<file path="src/hw/cmcet_pkg.sv">
// Package: register map, field layout, reset values and timing for the CSR slice
//--------------------------------------------------------------------
// Operation
//--------------------------------------------------------------------
// Operation
// Count frames dropped for lack of descriptor
// Sticky overflow flag at bit 16
// Read returns count, then clears both
// EEPROM read needs read bit and select
// EEPROM write needs write bit and select
// Select bit gates all EEPROM port access; bit 3 samples the data-in pin whatever the select bit
// Bit 3 reflects EEPROM returned data
// Bit 2 drives serial data to EEPROM
// Software toggles bit 1 as serial clock
// Bit 0 drives EEPROM chip select
// Bit 16 selects continuous timer mode
// Timer loads value, decrements every 204us
// Bit 30 selects CRC-16 seed value
// Bits 29..26 enable patterns one to four
// Timer interrupt needs own and summary enable
// At zero flag expiry; reload or stop
// Software sequences EEPROM commands by bit-banging
package cmcet_pkg;

  //------------------------------------------------------------------
  // Register offsets
  //------------------------------------------------------------------
  localparam logic [7:0] OFF_MISSED   = 8'h40;
  localparam logic [7:0] OFF_EEPORT   = 8'h48;
  localparam logic [7:0] OFF_TIMER    = 8'h58;
  localparam logic [7:0] OFF_WAKEUP   = 8'h68;
  localparam logic [7:0] OFF_IRQ_STAT = 8'h80;
  localparam logic [7:0] OFF_IRQ_MASK = 8'h84;

  //------------------------------------------------------------------
  // Field positions
  //------------------------------------------------------------------
  localparam int MISS_OVF_BIT  = 16;
  localparam int EE_RD_BIT     = 14;
  localparam int EE_WR_BIT     = 13;
  localparam int EE_SEL_BIT    = 11;
  localparam int EE_DOUT_BIT   = 3;
  localparam int EE_DIN_BIT    = 2;
  localparam int EE_CLK_BIT    = 1;
  localparam int EE_CS_BIT     = 0;
  localparam int TMR_CONT_BIT  = 16;
  localparam int WK_CRC_BIT    = 30;
  localparam int WK_PAT_LO_BIT = 26;
  localparam int IRQ_TMR_BIT   = 0;
  localparam int IRQ_OVF_BIT   = 1;
  localparam int IEN_TMR_BIT   = 11;
  localparam int IEN_ABN_BIT   = 15;

  //------------------------------------------------------------------
  // Reset values
  //------------------------------------------------------------------
  localparam logic        EE_DIN_RST  = 1'b1;
  localparam logic        EE_CLK_RST  = 1'b1;
  localparam logic        EE_CS_RST   = 1'b1;
  localparam logic        EE_DOUT_RST = 1'b1;
  localparam logic [15:0] CRC_SEED_0  = 16'h0000;
  localparam logic [15:0] CRC_SEED_1  = 16'hFFFF;

  //------------------------------------------------------------------
  // Timing
  //------------------------------------------------------------------
  localparam int CLK_MHZ      = 50;
  localparam int TICK_US      = 204;
  localparam int TICK_CYCLES  = TICK_US * CLK_MHZ;
  localparam logic [13:0] TICK_LAST = 14'(TICK_CYCLES - 1);

  //------------------------------------------------------------------
  // Carriers
  //------------------------------------------------------------------
  typedef struct packed {
    logic [7:0]  addr;
    logic [31:0] wdata;
    logic        wr;
    logic        rd;
  } cmcet_bus_s;

  typedef struct packed {
    logic rd_en;
    logic wr_en;
    logic sel;
    logic din;
    logic clk;
    logic cs;
  } cmcet_eeport_s;

endpackage

</file>
<file path="src/hw/cmcet_top.sv">
// Top: CSR slice with missed-frame counter, EEPROM port, timer, wake-up control
`timescale 1ns/1ns
`default_nettype none
module cmcet_top (
  input  wire logic        MCLK,
  input  wire logic        RESETN,
  input  wire logic        CE,
  input  wire logic [7:0]  ADDR,
  input  wire logic [31:0] WDATA,
  input  wire logic        WR,
  input  wire logic        RD,
  output var  logic [31:0] RDATA,
  input  wire logic        FRAME_DROP,
  input  wire logic        EE_DATA_IN,
  output var  logic        EE_CS,
  output var  logic        EE_CLK,
  output var  logic        EE_DATA_OUT,
  output var  logic        EE_RD_EN,
  output var  logic        EE_WR_EN,
  input  wire logic        TIMER_IRQ_EN,
  input  wire logic        ABNORMAL_EN,
  output var  logic        TIMER_IRQ,
  output var  logic        IRQ,
  output var  logic [15:0] CRC_SEED,
  output var  logic [3:0]  PATTERN_EN
);

  //------------------------------------------------------------------
  // Helpers
  //------------------------------------------------------------------
  function automatic logic hit(input logic [7:0] a, input logic [7:0] off);
    return a == off;
  endfunction

  cmcet_pkg::cmcet_bus_s    bus;
  cmcet_pkg::cmcet_eeport_s ee_r;
  logic [15:0] miss_cnt_r;
  logic        miss_ovf_r;
  logic        ee_dout_r;
  logic        tmr_cont_r;
  logic [15:0] tmr_load_r;
  logic [15:0] tmr_cnt_r;
  logic        tmr_run_r;
  logic [13:0] tick_r;
  logic        crc_sel_r;
  logic [3:0]  pat_en_r;
  logic [1:0]  irq_stat_r;
  logic [1:0]  irq_mask_r;
  logic        tmr_exp;
  logic        miss_wrap;
  logic        rd_miss;
  logic        tick_end;
  logic        wr_eeport;
  logic        wr_timer;
  logic        wr_wakeup;
  logic        wr_irq_stat;
  logic        wr_irq_mask;
  logic [1:0]  irq_clr;
  logic [1:0]  irq_set;

  //------------------------------------------------------------------
  // Bus decode and events
  //------------------------------------------------------------------
  assign bus         = '{addr: ADDR, wdata: WDATA, wr: WR, rd: RD};
  assign rd_miss     = bus.rd && hit(bus.addr, cmcet_pkg::OFF_MISSED);
  assign wr_eeport   = bus.wr && hit(bus.addr, cmcet_pkg::OFF_EEPORT);
  assign wr_timer    = bus.wr && hit(bus.addr, cmcet_pkg::OFF_TIMER);
  assign wr_wakeup   = bus.wr && hit(bus.addr, cmcet_pkg::OFF_WAKEUP);
  assign wr_irq_stat = bus.wr && hit(bus.addr, cmcet_pkg::OFF_IRQ_STAT);
  assign wr_irq_mask = bus.wr && hit(bus.addr, cmcet_pkg::OFF_IRQ_MASK);
  assign miss_wrap   = FRAME_DROP && (miss_cnt_r == 16'hFFFF);
  assign tick_end    = tmr_run_r && (tick_r == cmcet_pkg::TICK_LAST);
  assign tmr_exp     = tick_end && (tmr_cnt_r == 16'h0001);
  assign irq_clr     = wr_irq_stat ? bus.wdata[1:0] : 2'h0;
  // No overflow in a read cycle: the read restarts the count
  assign irq_set     = {miss_wrap && !rd_miss, tmr_exp};

  //------------------------------------------------------------------
  // Missed-frame counter
  //------------------------------------------------------------------
  always_ff @(posedge MCLK) begin
    if (!RESETN) begin
      miss_cnt_r <= 16'h0000;
      miss_ovf_r <= 1'b0;
    end else if (CE) begin
      if (rd_miss) begin
        // A drop in the read cycle starts the next count, so none is lost
        miss_cnt_r <= {15'h0000, FRAME_DROP};
        miss_ovf_r <= 1'b0;
      end else begin
        if (FRAME_DROP) begin
          miss_cnt_r <= miss_cnt_r + 16'h0001;
        end
        if (miss_wrap) begin
          miss_ovf_r <= 1'b1;
        end
      end
    end
  end

  //------------------------------------------------------------------
  // Serial EEPROM port
  //------------------------------------------------------------------
  always_ff @(posedge MCLK) begin
    if (!RESETN) begin
      ee_r.rd_en <= 1'b0;
      ee_r.wr_en <= 1'b0;
      ee_r.sel   <= 1'b0;
      ee_r.din   <= cmcet_pkg::EE_DIN_RST;
      ee_r.clk   <= cmcet_pkg::EE_CLK_RST;
      ee_r.cs    <= cmcet_pkg::EE_CS_RST;
    end else if (CE && wr_eeport) begin
      ee_r.rd_en <= bus.wdata[cmcet_pkg::EE_RD_BIT];
      ee_r.wr_en <= bus.wdata[cmcet_pkg::EE_WR_BIT];
      ee_r.sel   <= bus.wdata[cmcet_pkg::EE_SEL_BIT];
      ee_r.din   <= bus.wdata[cmcet_pkg::EE_DIN_BIT];
      ee_r.clk   <= bus.wdata[cmcet_pkg::EE_CLK_BIT];
      ee_r.cs    <= bus.wdata[cmcet_pkg::EE_CS_BIT];
    end
  end

  always_ff @(posedge MCLK) begin
    if (!RESETN) begin
      ee_dout_r <= cmcet_pkg::EE_DOUT_RST;
    end else if (CE) begin
      ee_dout_r <= EE_DATA_IN;
    end
  end

  // Pins follow the register only while the port is selected
  always_ff @(posedge MCLK) begin
    if (!RESETN) begin
      EE_CS       <= 1'b0;
      EE_CLK      <= 1'b0;
      EE_DATA_OUT <= 1'b0;
      EE_RD_EN    <= 1'b0;
      EE_WR_EN    <= 1'b0;
    end else if (CE) begin
      EE_CS       <= ee_r.sel && ee_r.cs;
      EE_CLK      <= ee_r.sel && ee_r.clk;
      EE_DATA_OUT <= ee_r.sel && ee_r.din;
      EE_RD_EN    <= ee_r.sel && ee_r.rd_en;
      EE_WR_EN    <= ee_r.sel && ee_r.wr_en;
    end
  end

  //------------------------------------------------------------------
  // General-purpose timer
  //------------------------------------------------------------------
  always_ff @(posedge MCLK) begin
    if (!RESETN) begin
      tmr_cont_r <= 1'b0;
      tmr_load_r <= 16'h0000;
      tmr_cnt_r  <= 16'h0000;
      tmr_run_r  <= 1'b0;
    end else if (CE) begin
      if (wr_timer) begin
        tmr_cont_r <= bus.wdata[cmcet_pkg::TMR_CONT_BIT];
        tmr_load_r <= bus.wdata[15:0];
        tmr_cnt_r  <= bus.wdata[15:0];
        tmr_run_r  <= bus.wdata[15:0] != 16'h0000;
      end else if (tick_end) begin
        if (tmr_exp) begin
          tmr_cnt_r <= tmr_cont_r ? tmr_load_r : 16'h0000;
          tmr_run_r <= tmr_cont_r;
        end else begin
          tmr_cnt_r <= tmr_cnt_r - 16'h0001;
        end
      end
    end
  end

  // Prescaler restarts on every load so the first period is a full one
  always_ff @(posedge MCLK) begin
    if (!RESETN) begin
      tick_r <= 14'h0000;
    end else if (CE) begin
      if (wr_timer || tick_end) begin
        tick_r <= 14'h0000;
      end else if (tmr_run_r) begin
        tick_r <= tick_r + 14'h0001;
      end
    end
  end

  //------------------------------------------------------------------
  // Wake-up control
  //------------------------------------------------------------------
  always_ff @(posedge MCLK) begin
    if (!RESETN) begin
      crc_sel_r <= 1'b0;
      pat_en_r  <= 4'h0;
    end else if (CE && wr_wakeup) begin
      crc_sel_r <= bus.wdata[cmcet_pkg::WK_CRC_BIT];
      pat_en_r  <= bus.wdata[cmcet_pkg::WK_PAT_LO_BIT +: 4];
    end
  end

  always_ff @(posedge MCLK) begin
    if (!RESETN) begin
      CRC_SEED   <= cmcet_pkg::CRC_SEED_0;
      PATTERN_EN <= 4'h0;
    end else if (CE) begin
      CRC_SEED   <= crc_sel_r ? cmcet_pkg::CRC_SEED_1 : cmcet_pkg::CRC_SEED_0;
      // Bit 3 is pattern one (bit 29) down to pattern four (bit 26)
      PATTERN_EN <= pat_en_r;
    end
  end

  //------------------------------------------------------------------
  // Interrupts
  //------------------------------------------------------------------
  always_ff @(posedge MCLK) begin
    if (!RESETN) begin
      irq_stat_r <= 2'h0;
    end else if (CE) begin
      // Hardware set wins over write-one-to-clear in the same cycle
      irq_stat_r <= (irq_stat_r & ~irq_clr) | irq_set;
    end
  end

  always_ff @(posedge MCLK) begin
    if (!RESETN) begin
      irq_mask_r <= 2'h0;
    end else if (CE && wr_irq_mask) begin
      irq_mask_r <= bus.wdata[1:0];
    end
  end

  always_ff @(posedge MCLK) begin
    if (!RESETN) begin
      TIMER_IRQ <= 1'b0;
      IRQ       <= 1'b0;
    end else if (CE) begin
      TIMER_IRQ <= irq_stat_r[cmcet_pkg::IRQ_TMR_BIT] && TIMER_IRQ_EN && ABNORMAL_EN;
      IRQ       <= |(irq_stat_r & irq_mask_r);
    end
  end

  //------------------------------------------------------------------
  // Read port
  //------------------------------------------------------------------
  always_ff @(posedge MCLK) begin
    if (!RESETN) begin
      RDATA <= 32'h0000_0000;
    end else if (CE) begin
      RDATA <= 32'h0000_0000;
      if (bus.rd) begin
        unique case (1'b1)
          hit(bus.addr, cmcet_pkg::OFF_MISSED):
            RDATA <= {15'h0000, miss_ovf_r, miss_cnt_r};
          hit(bus.addr, cmcet_pkg::OFF_EEPORT):
            RDATA <= {17'h00000, ee_r.rd_en, ee_r.wr_en, 1'b0, ee_r.sel, 7'h00,
                      ee_dout_r, ee_r.din, ee_r.clk, ee_r.cs};
          hit(bus.addr, cmcet_pkg::OFF_TIMER):
            RDATA <= {15'h0000, tmr_cont_r, tmr_cnt_r};
          hit(bus.addr, cmcet_pkg::OFF_WAKEUP):
            RDATA <= {1'b0, crc_sel_r, pat_en_r, 26'h0000000};
          hit(bus.addr, cmcet_pkg::OFF_IRQ_STAT):
            RDATA <= {30'h00000000, irq_stat_r};
          hit(bus.addr, cmcet_pkg::OFF_IRQ_MASK):
            RDATA <= {30'h00000000, irq_mask_r};
          default:
            RDATA <= 32'h0000_0000;
        endcase
      end
    end
  end

endmodule // cmcet_top
`default_nettype wire

</file>
<file path="config.mk">
export PLATFORM = sky130hd
export DESIGN_NAME = cmcet_top
export DESIGN_NICKNAME = d
export VERILOG_FILES = /design/src/hw/cmcet_pkg.sv /design/src/hw/cmcet_top.sv
export SDC_FILE = /design/constraint.sdc
export NUM_CORES = 1
export LEC_CHECK = 0
export BUFFER_PORTS_ARGS = -buffer_cell sky130_fd_sc_hd__buf_2
export CAP_MARGIN = 20
export CORE_MARGIN = 5
export CORE_UTILIZATION = 32
export CTS_BUF_LIST = sky130_fd_sc_hd__clkbuf_8 sky130_fd_sc_hd__clkbuf_16
export DETAILED_ROUTE_END_ITERATION = 6
export GPL_TIMING_DRIVEN = 0
export HOLD_SLACK_MARGIN = 0.15
export SLEW_MARGIN = 10
export SYNTH_ARGS = -nofsm -noshare
export SYNTH_HDL_FRONTEND = slang
export SYNTH_SLANG_ARGS = --single-unit
</file>
<file path="constraint.sdc">
create_clock -name MCLK -period 2.8 [get_ports MCLK]
set_clock_uncertainty 0.2 [all_clocks]
set_input_delay 0.42 -clock MCLK [delete_from_list [all_inputs] [get_ports MCLK]]
set_output_delay 0.42 -clock MCLK [all_outputs]
set_load 0.05 [all_outputs]
</file>
# Word level (Yosys, flattened, before mapping)

Index checks and enable logic that the tools add are counted.

Flip-flop bits (word level): 140
Input bits: 49
Output and inout bits: 59
Word-level logic and storage cells: 96

Add/subtract/negate cells: 3
Equal/unequal tests: 9
Muxes and demuxes: 17
Bitwise operators: 4
Reduce and logical (&&, ||, !) cells: 35

Operators by type and width:

| cell                                                                   | count |
|---|---|
| 31-bit case mux with 6 select lines                                    | 1 |
| 16-bit two-way mux                                                     | 7 |
| 8-bit by 7-bit equality test with 1-bit output, second input constant  | 4 |
| 31-bit two-way mux                                                     | 1 |
| 14-bit two-way mux                                                     | 2 |
| 1-bit logical AND                                                      | 20 |
| 16-bit by 1-bit adder with 16-bit output, second input constant        | 1 |
| 16-bit by 1-bit equality test with 1-bit output, second input constant | 1 |
| 16-bit equality test, second input constant                            | 1 |
| 8-bit equality test, second input constant                             | 2 |
| 16-bit nonzero test                                                    | 1 |
| 16-bit by 1-bit subtractor with 16-bit output, second input constant   | 1 |
| 14-bit by 1-bit adder with 14-bit output, second input constant        | 1 |
| 14-bit equality test, second input constant                            | 1 |
| 2-bit AND reduction                                                    | 5 |
| 2-bit nonzero test                                                     | 5 |
| 1-bit two-way mux                                                      | 5 |
| 2-bit bitwise AND                                                      | 2 |
| 3-bit AND reduction                                                    | 1 |
| 2-bit two-way mux                                                      | 1 |
| 2-bit inverter                                                         | 1 |
| 2-bit OR                                                               | 1 |
| 2-bit OR reduction                                                     | 1 |
| 1-bit zero test                                                        | 1 |
| 1-bit logical OR                                                       | 1 |

# Logic depth before layout (Yosys ltp)

Depth after elaboration: 6
Mapped depth: 9
Depth with buffers taken out: 8

# Worst setup path before layout

No wires, ideal clock.

Kind: input to register
Start point: input port ADDR[2]
End point: register miss_cnt_r[15]
Library setup time: 0.073 ns
Data arrival time: 2.079 ns
Data required time: 2.527 ns
Setup slack: 0.448 ns
Stages on the path: 6
Path buffers: 1
Cell sequence: buf_2 or3b_1 nor4_4 o21ai_1 or4_1 a21oi_1

Cells in the longest elaborated chain, start to end: 4
Elaborated cells on any way between the ends: 5
Those cells by class: eq/ne (1); mux (1); reduce/logical (3)

Ends and longest elaborated chain:

| item                                             | line            | RTL |
|---|---|---|
| start: declaration                               | cmcet_top.sv:8  | `input wire logic [7:0] ADDR,` |
| 8-bit by 7-bit equality test with 1-bit output * | cmcet_top.sv:32 | `return a == off;` |
| 1-bit logical AND *                              | cmcet_top.sv:65 | `assign rd_miss = bus.rd && hit(bus.addr, cmcet_pkg::OFF_MISSED);` |
| 2-bit nonzero test (no source line)              | n/a             |  |
| 2-bit AND reduction (no source line)             | n/a             |  |
| end signal: assignment                           | cmcet_top.sv:88 | `miss_cnt_r <= {15'h0000, FRAME_DROP};` |
| end signal: assignment                           | cmcet_top.sv:92 | `miss_cnt_r <= miss_cnt_r + 16'h0001;` |
| end: declaration                                 | cmcet_top.sv:37 | `logic [15:0] miss_cnt_r;` |

Mark *: on every way between the ends. The rest lies on a longest branch, timed or not.
A chain may end at the register's enable or synchronous reset.

# Worst setup path after layout

Start point: register tick_r[0]
End point: register tmr_cnt_r[6]

Cells in the longest elaborated chain, start to end: 6
Elaborated cells on any way between the ends: 8
Those cells by class: eq/ne (1); mux (3); reduce/logical (4)

Ends and longest elaborated chain:

| item                     | line             | RTL |
|---|---|---|
| start: declaration       | cmcet_top.sv:44  | `logic [13:0] tick_r;` |
| start signal: assignment | cmcet_top.sv:181 | `tick_r <= tick_r + 14'h0001;` |
| 14-bit equality test *   | cmcet_top.sv:72  | `assign tick_end = tmr_run_r && (tick_r == cmcet_pkg::TICK_LAST);` |
| 1-bit logical AND *      | cmcet_top.sv:72  |  |
| 1-bit logical AND        | cmcet_top.sv:73  | `assign tmr_exp = tick_end && (tmr_cnt_r == 16'h0001);` |
| 16-bit two-way mux       | cmcet_top.sv:163 | `if (tmr_exp) begin` |
| 16-bit two-way mux       | cmcet_top.sv:162 | `end else if (tick_end) begin` |
| 16-bit two-way mux       | cmcet_top.sv:157 | `if (wr_timer) begin` |
| end signal: assignment   | cmcet_top.sv:160 | `tmr_cnt_r <= bus.wdata[15:0];` |
| end signal: assignment   | cmcet_top.sv:164 | `tmr_cnt_r <= tmr_cont_r ? tmr_load_r : 16'h0000;` |
| end signal: assignment   | cmcet_top.sv:167 | `tmr_cnt_r <= tmr_cnt_r - 16'h0001;` |
| end: declaration         | cmcet_top.sv:42  | `logic [15:0] tmr_cnt_r;` |

Mark *: on every way between the ends. The rest lies on a longest branch, timed or not. The select of a mux whose other input is x is not followed.

==> impl_metrics.json <==
{
  "antenna_found_initial": 0,
  "place_area_um2": 6530,
  "die_area_um2": 20800,
  "p_leak_nw": 3.02,
  "timing.final.crit_share_pct": 95.2,
  "drc_errors": 1,
  "grt_pass1_vias": 5402,
  "io_pins": 108,
  "cp.arrival_ps": 2740,
  "track_usage_pct": 18.3,
  "coreArea_um2": 17800,
  "placed_cells": 1031,
  "timing.hold.ws_ps": 194,
  "clk_latency_ps": 430,
  "worst_slew_pin_slew_ps": 919,
  "grt_max_degree": 18,
  "wl_mm": 19.0,
  "status": "finished with violations",
  "synth_edf_count": 0,
  "syn-mean-instance-area_um2": 8.17,
  "stdcell_area_um2": 7400,
  "vias": 5840,
  "r2r_slack_ps": 140,
  "yosys_warnings": 0,
  "cp_max_fo": 10,
  "cap_violations": 0,
  "grt_first_pass_wirelength_mm": 29.7,
  "die_y_um": 144,
  "cts_tree": "built",
  "num_rows": 49,
  "die_w_um": 144,
  "post-dp-hpwl_mm": 13.6,
  "critPathCaptureType": "flip-flop",
  "drive_above_1_share_pct": 19.2,
  "cts-root-buf": "clkbuf_16",
  "synth_cells": 707,
  "area_delta_synth_final_pct": 28.1,
  "clock.fmax_ghz": 0.375,
  "path_clk_slew_ps": 60,
  "ant_nets": 0,
  "synthFlopType": "dfxtp_1",
  "hold_violations": 0,
  "via_per_inst": 5.35,
  "rsz0062_at_grt": "no",
  "startpoint_type": "flip-flop",
  "yosys_register_bits": 115,
  "setup_viol": 0,
  "async_flop_share_pct": 0,
  "cp.required_ps": 2870,
  "period_minus_slack_ps": 2660,
  "hold_depth": 3,
  "power_mw": 4.07,
  "htree_num_levels": 4,
  "criticalPathCategory": "reg -> reg",
  "peakVddDrop_v": 0.000428,
  "yosysSeqAreaShare_pct": 39.9,
  "nets": 903,
  "clockBufferDepth": 2,
  "cts_sinks": 115,
  "portBuffers": 86,
  "synth_area_um2": 5780,
  "cts_buffers": 17,
  "synth_cell_types": 68,
  "fin_cells": 1092,
  "routedWlPerCell_um": 17.4,
  "slew_headroom_pct": 38.3,
  "rr_worst_depth": 9,
  "p_per_area_nw_per_um2": 550,
  "fin_util_pct": 41.5,
  "fin_setup_tns_ps": 0,
  "start_util_pct": 32.4,
  "slew_viol_final": 0,
  "violations": "DRC",
  "first_pass_iters": 7,
  "grt_overflow": 0,
  "dp_slack_ps": -141,
  "hp-class": "in -> reg",
  "gp_congestion": 0.932,
  "fin_ws_ps": 135,
  "antenna_cells": 0,
  "drt_iter0_drc": 536
}
-- layout by cell type, fill, tap and decap left out, types with 18 or more instances in the layout --
cell | Yosys | layout
a21oi_1 | 52 | 52
a22oi_1 | 25 | 25
buf_2 | 6 | 92
buf_4 | 27 | 31
clkbuf_1 | 26 | 26
dfxtp_1 | 115 | 115
dlygate4sd3_1 | 0 | 25
mux2i_1 | 22 | 22
nand2_1 | 84 | 84
nand3_1 | 23 | 23
nor2_1 | 83 | 83
nor3_1 | 19 | 18
o21ai_0 | 25 | 25
-- critical path, cell delays in order, from the launching register on --
cell and delay (ps):
dfxtp_1 370, ha_1 250, nand4bb_1 110, or4_1 390, buf_2 180, o21ai_1 230, buf_4 230, nand2_1 200
a22oi_1 260, o22ai_1 100
-- sequential cells by signal, indices dropped and copies added (netlist names), 2 cells and up --
| signal | cells |
|---|---|
| miss_cnt_r | 16 |
| tmr_cnt_r | 16 |
| tick_r | 14 |
| tmr_load_r | 16 |
| RDATA | 22 |
| irq_stat_r | 2 |
| pat_en_r | 4 |
| ee_r | 6 |
| PATTERN_EN | 4 |
| irq_mask_r | 2 |
-- synth_stat cells, types with 5 or more instances --
cell type  number  area, µm²
a211oi_1        5       37.5
a21o_1          8       60.1
a21oi_1        52        260
a222oi_1        5       50.1
a22oi_1        25        188
a2bb2oi_1      13        114
a311oi_1        9       78.8
a31oi_1         9       56.3
and2_1          8       50.1
and3_1          7       43.8
buf_1           5       18.8
buf_2           6       30.0
buf_4          27        203
clkbuf_1       26       97.6
dfxtp_1       115       2300
inv_1          10       37.5
mux2i_1        22        220
nand2_1        84        315
nand2b_1       10       62.6
nand3_1        23        115
nand4_1         7       43.8
nor2_1         83        312
nor3_1         19       95.1
nor4_1         12       75.1
o21ai_0        25        125
o21ai_1         6       30.0
o22ai_1         6       37.5
or3_1           7       43.8
xnor2_1         5       43.8
xor2_1          7       61.3
-- where the power goes --
group	switching [mW]	internal, mW
Clock	0.787	1.40
Combinational	0.158	0.0797
Sequential	0.00372	1.64
-- path summary, 6_finish.rpt --
path,from,to
min,RESETN,tmr_cnt_r[14]
min reg2reg,tmr_load_r[15],tmr_load_r[15]
max,tick_r[0],tmr_cnt_r[6]
max reg2reg,tick_r[0],tmr_cnt_r[6]
-- kinds of logic after synthesis --
family,after synthesis,synth area share [%]
other cells,1,0.0649
simple gates,292,25.5
flops,115,39.9
compound gates,184,20.9
fa+ha+maj,4,0.867
mux,22,3.81
xor+xnor,12,1.82
buf+inv,77,7.15
-- metal layers --
layer	vias up	wire [µm]	GRT usage, %	share of wire, %
met5	-	0	0	0
li1	2814	-	-	-
met1	2747	8310	24.2	44
met2	233	8830	28.9	46
met3	46	1420	4.70	7.5
met4	0	463	6.58	2.4
-- final cells by class --
| class | instances | area (µm²) |
|---|---|---|
| clock buffer | 18 | 439 |
| clock inverter | 14 | 149 |
| inverter | 11 | 41.3 |
| multi-input combinational | 524 | 3100 |
| tap | 229 | 287 |
| buffer | 66 | 375 |
| timing repair buffer | 115 | 708 |
| sequential | 115 | 2300 |
| fill | 1780 | 10400 |
-- timing repair --
item | 4_1_cts | 5_1_grt
endpoints found under the hold margin | 29 | 0
setup buffers | 0 | 3
hold buffers | 25 | 0
resized for setup | 0 | 5
endpoints found under the setup margin | 0 | 16
Power figures use the tool's default switching activity.
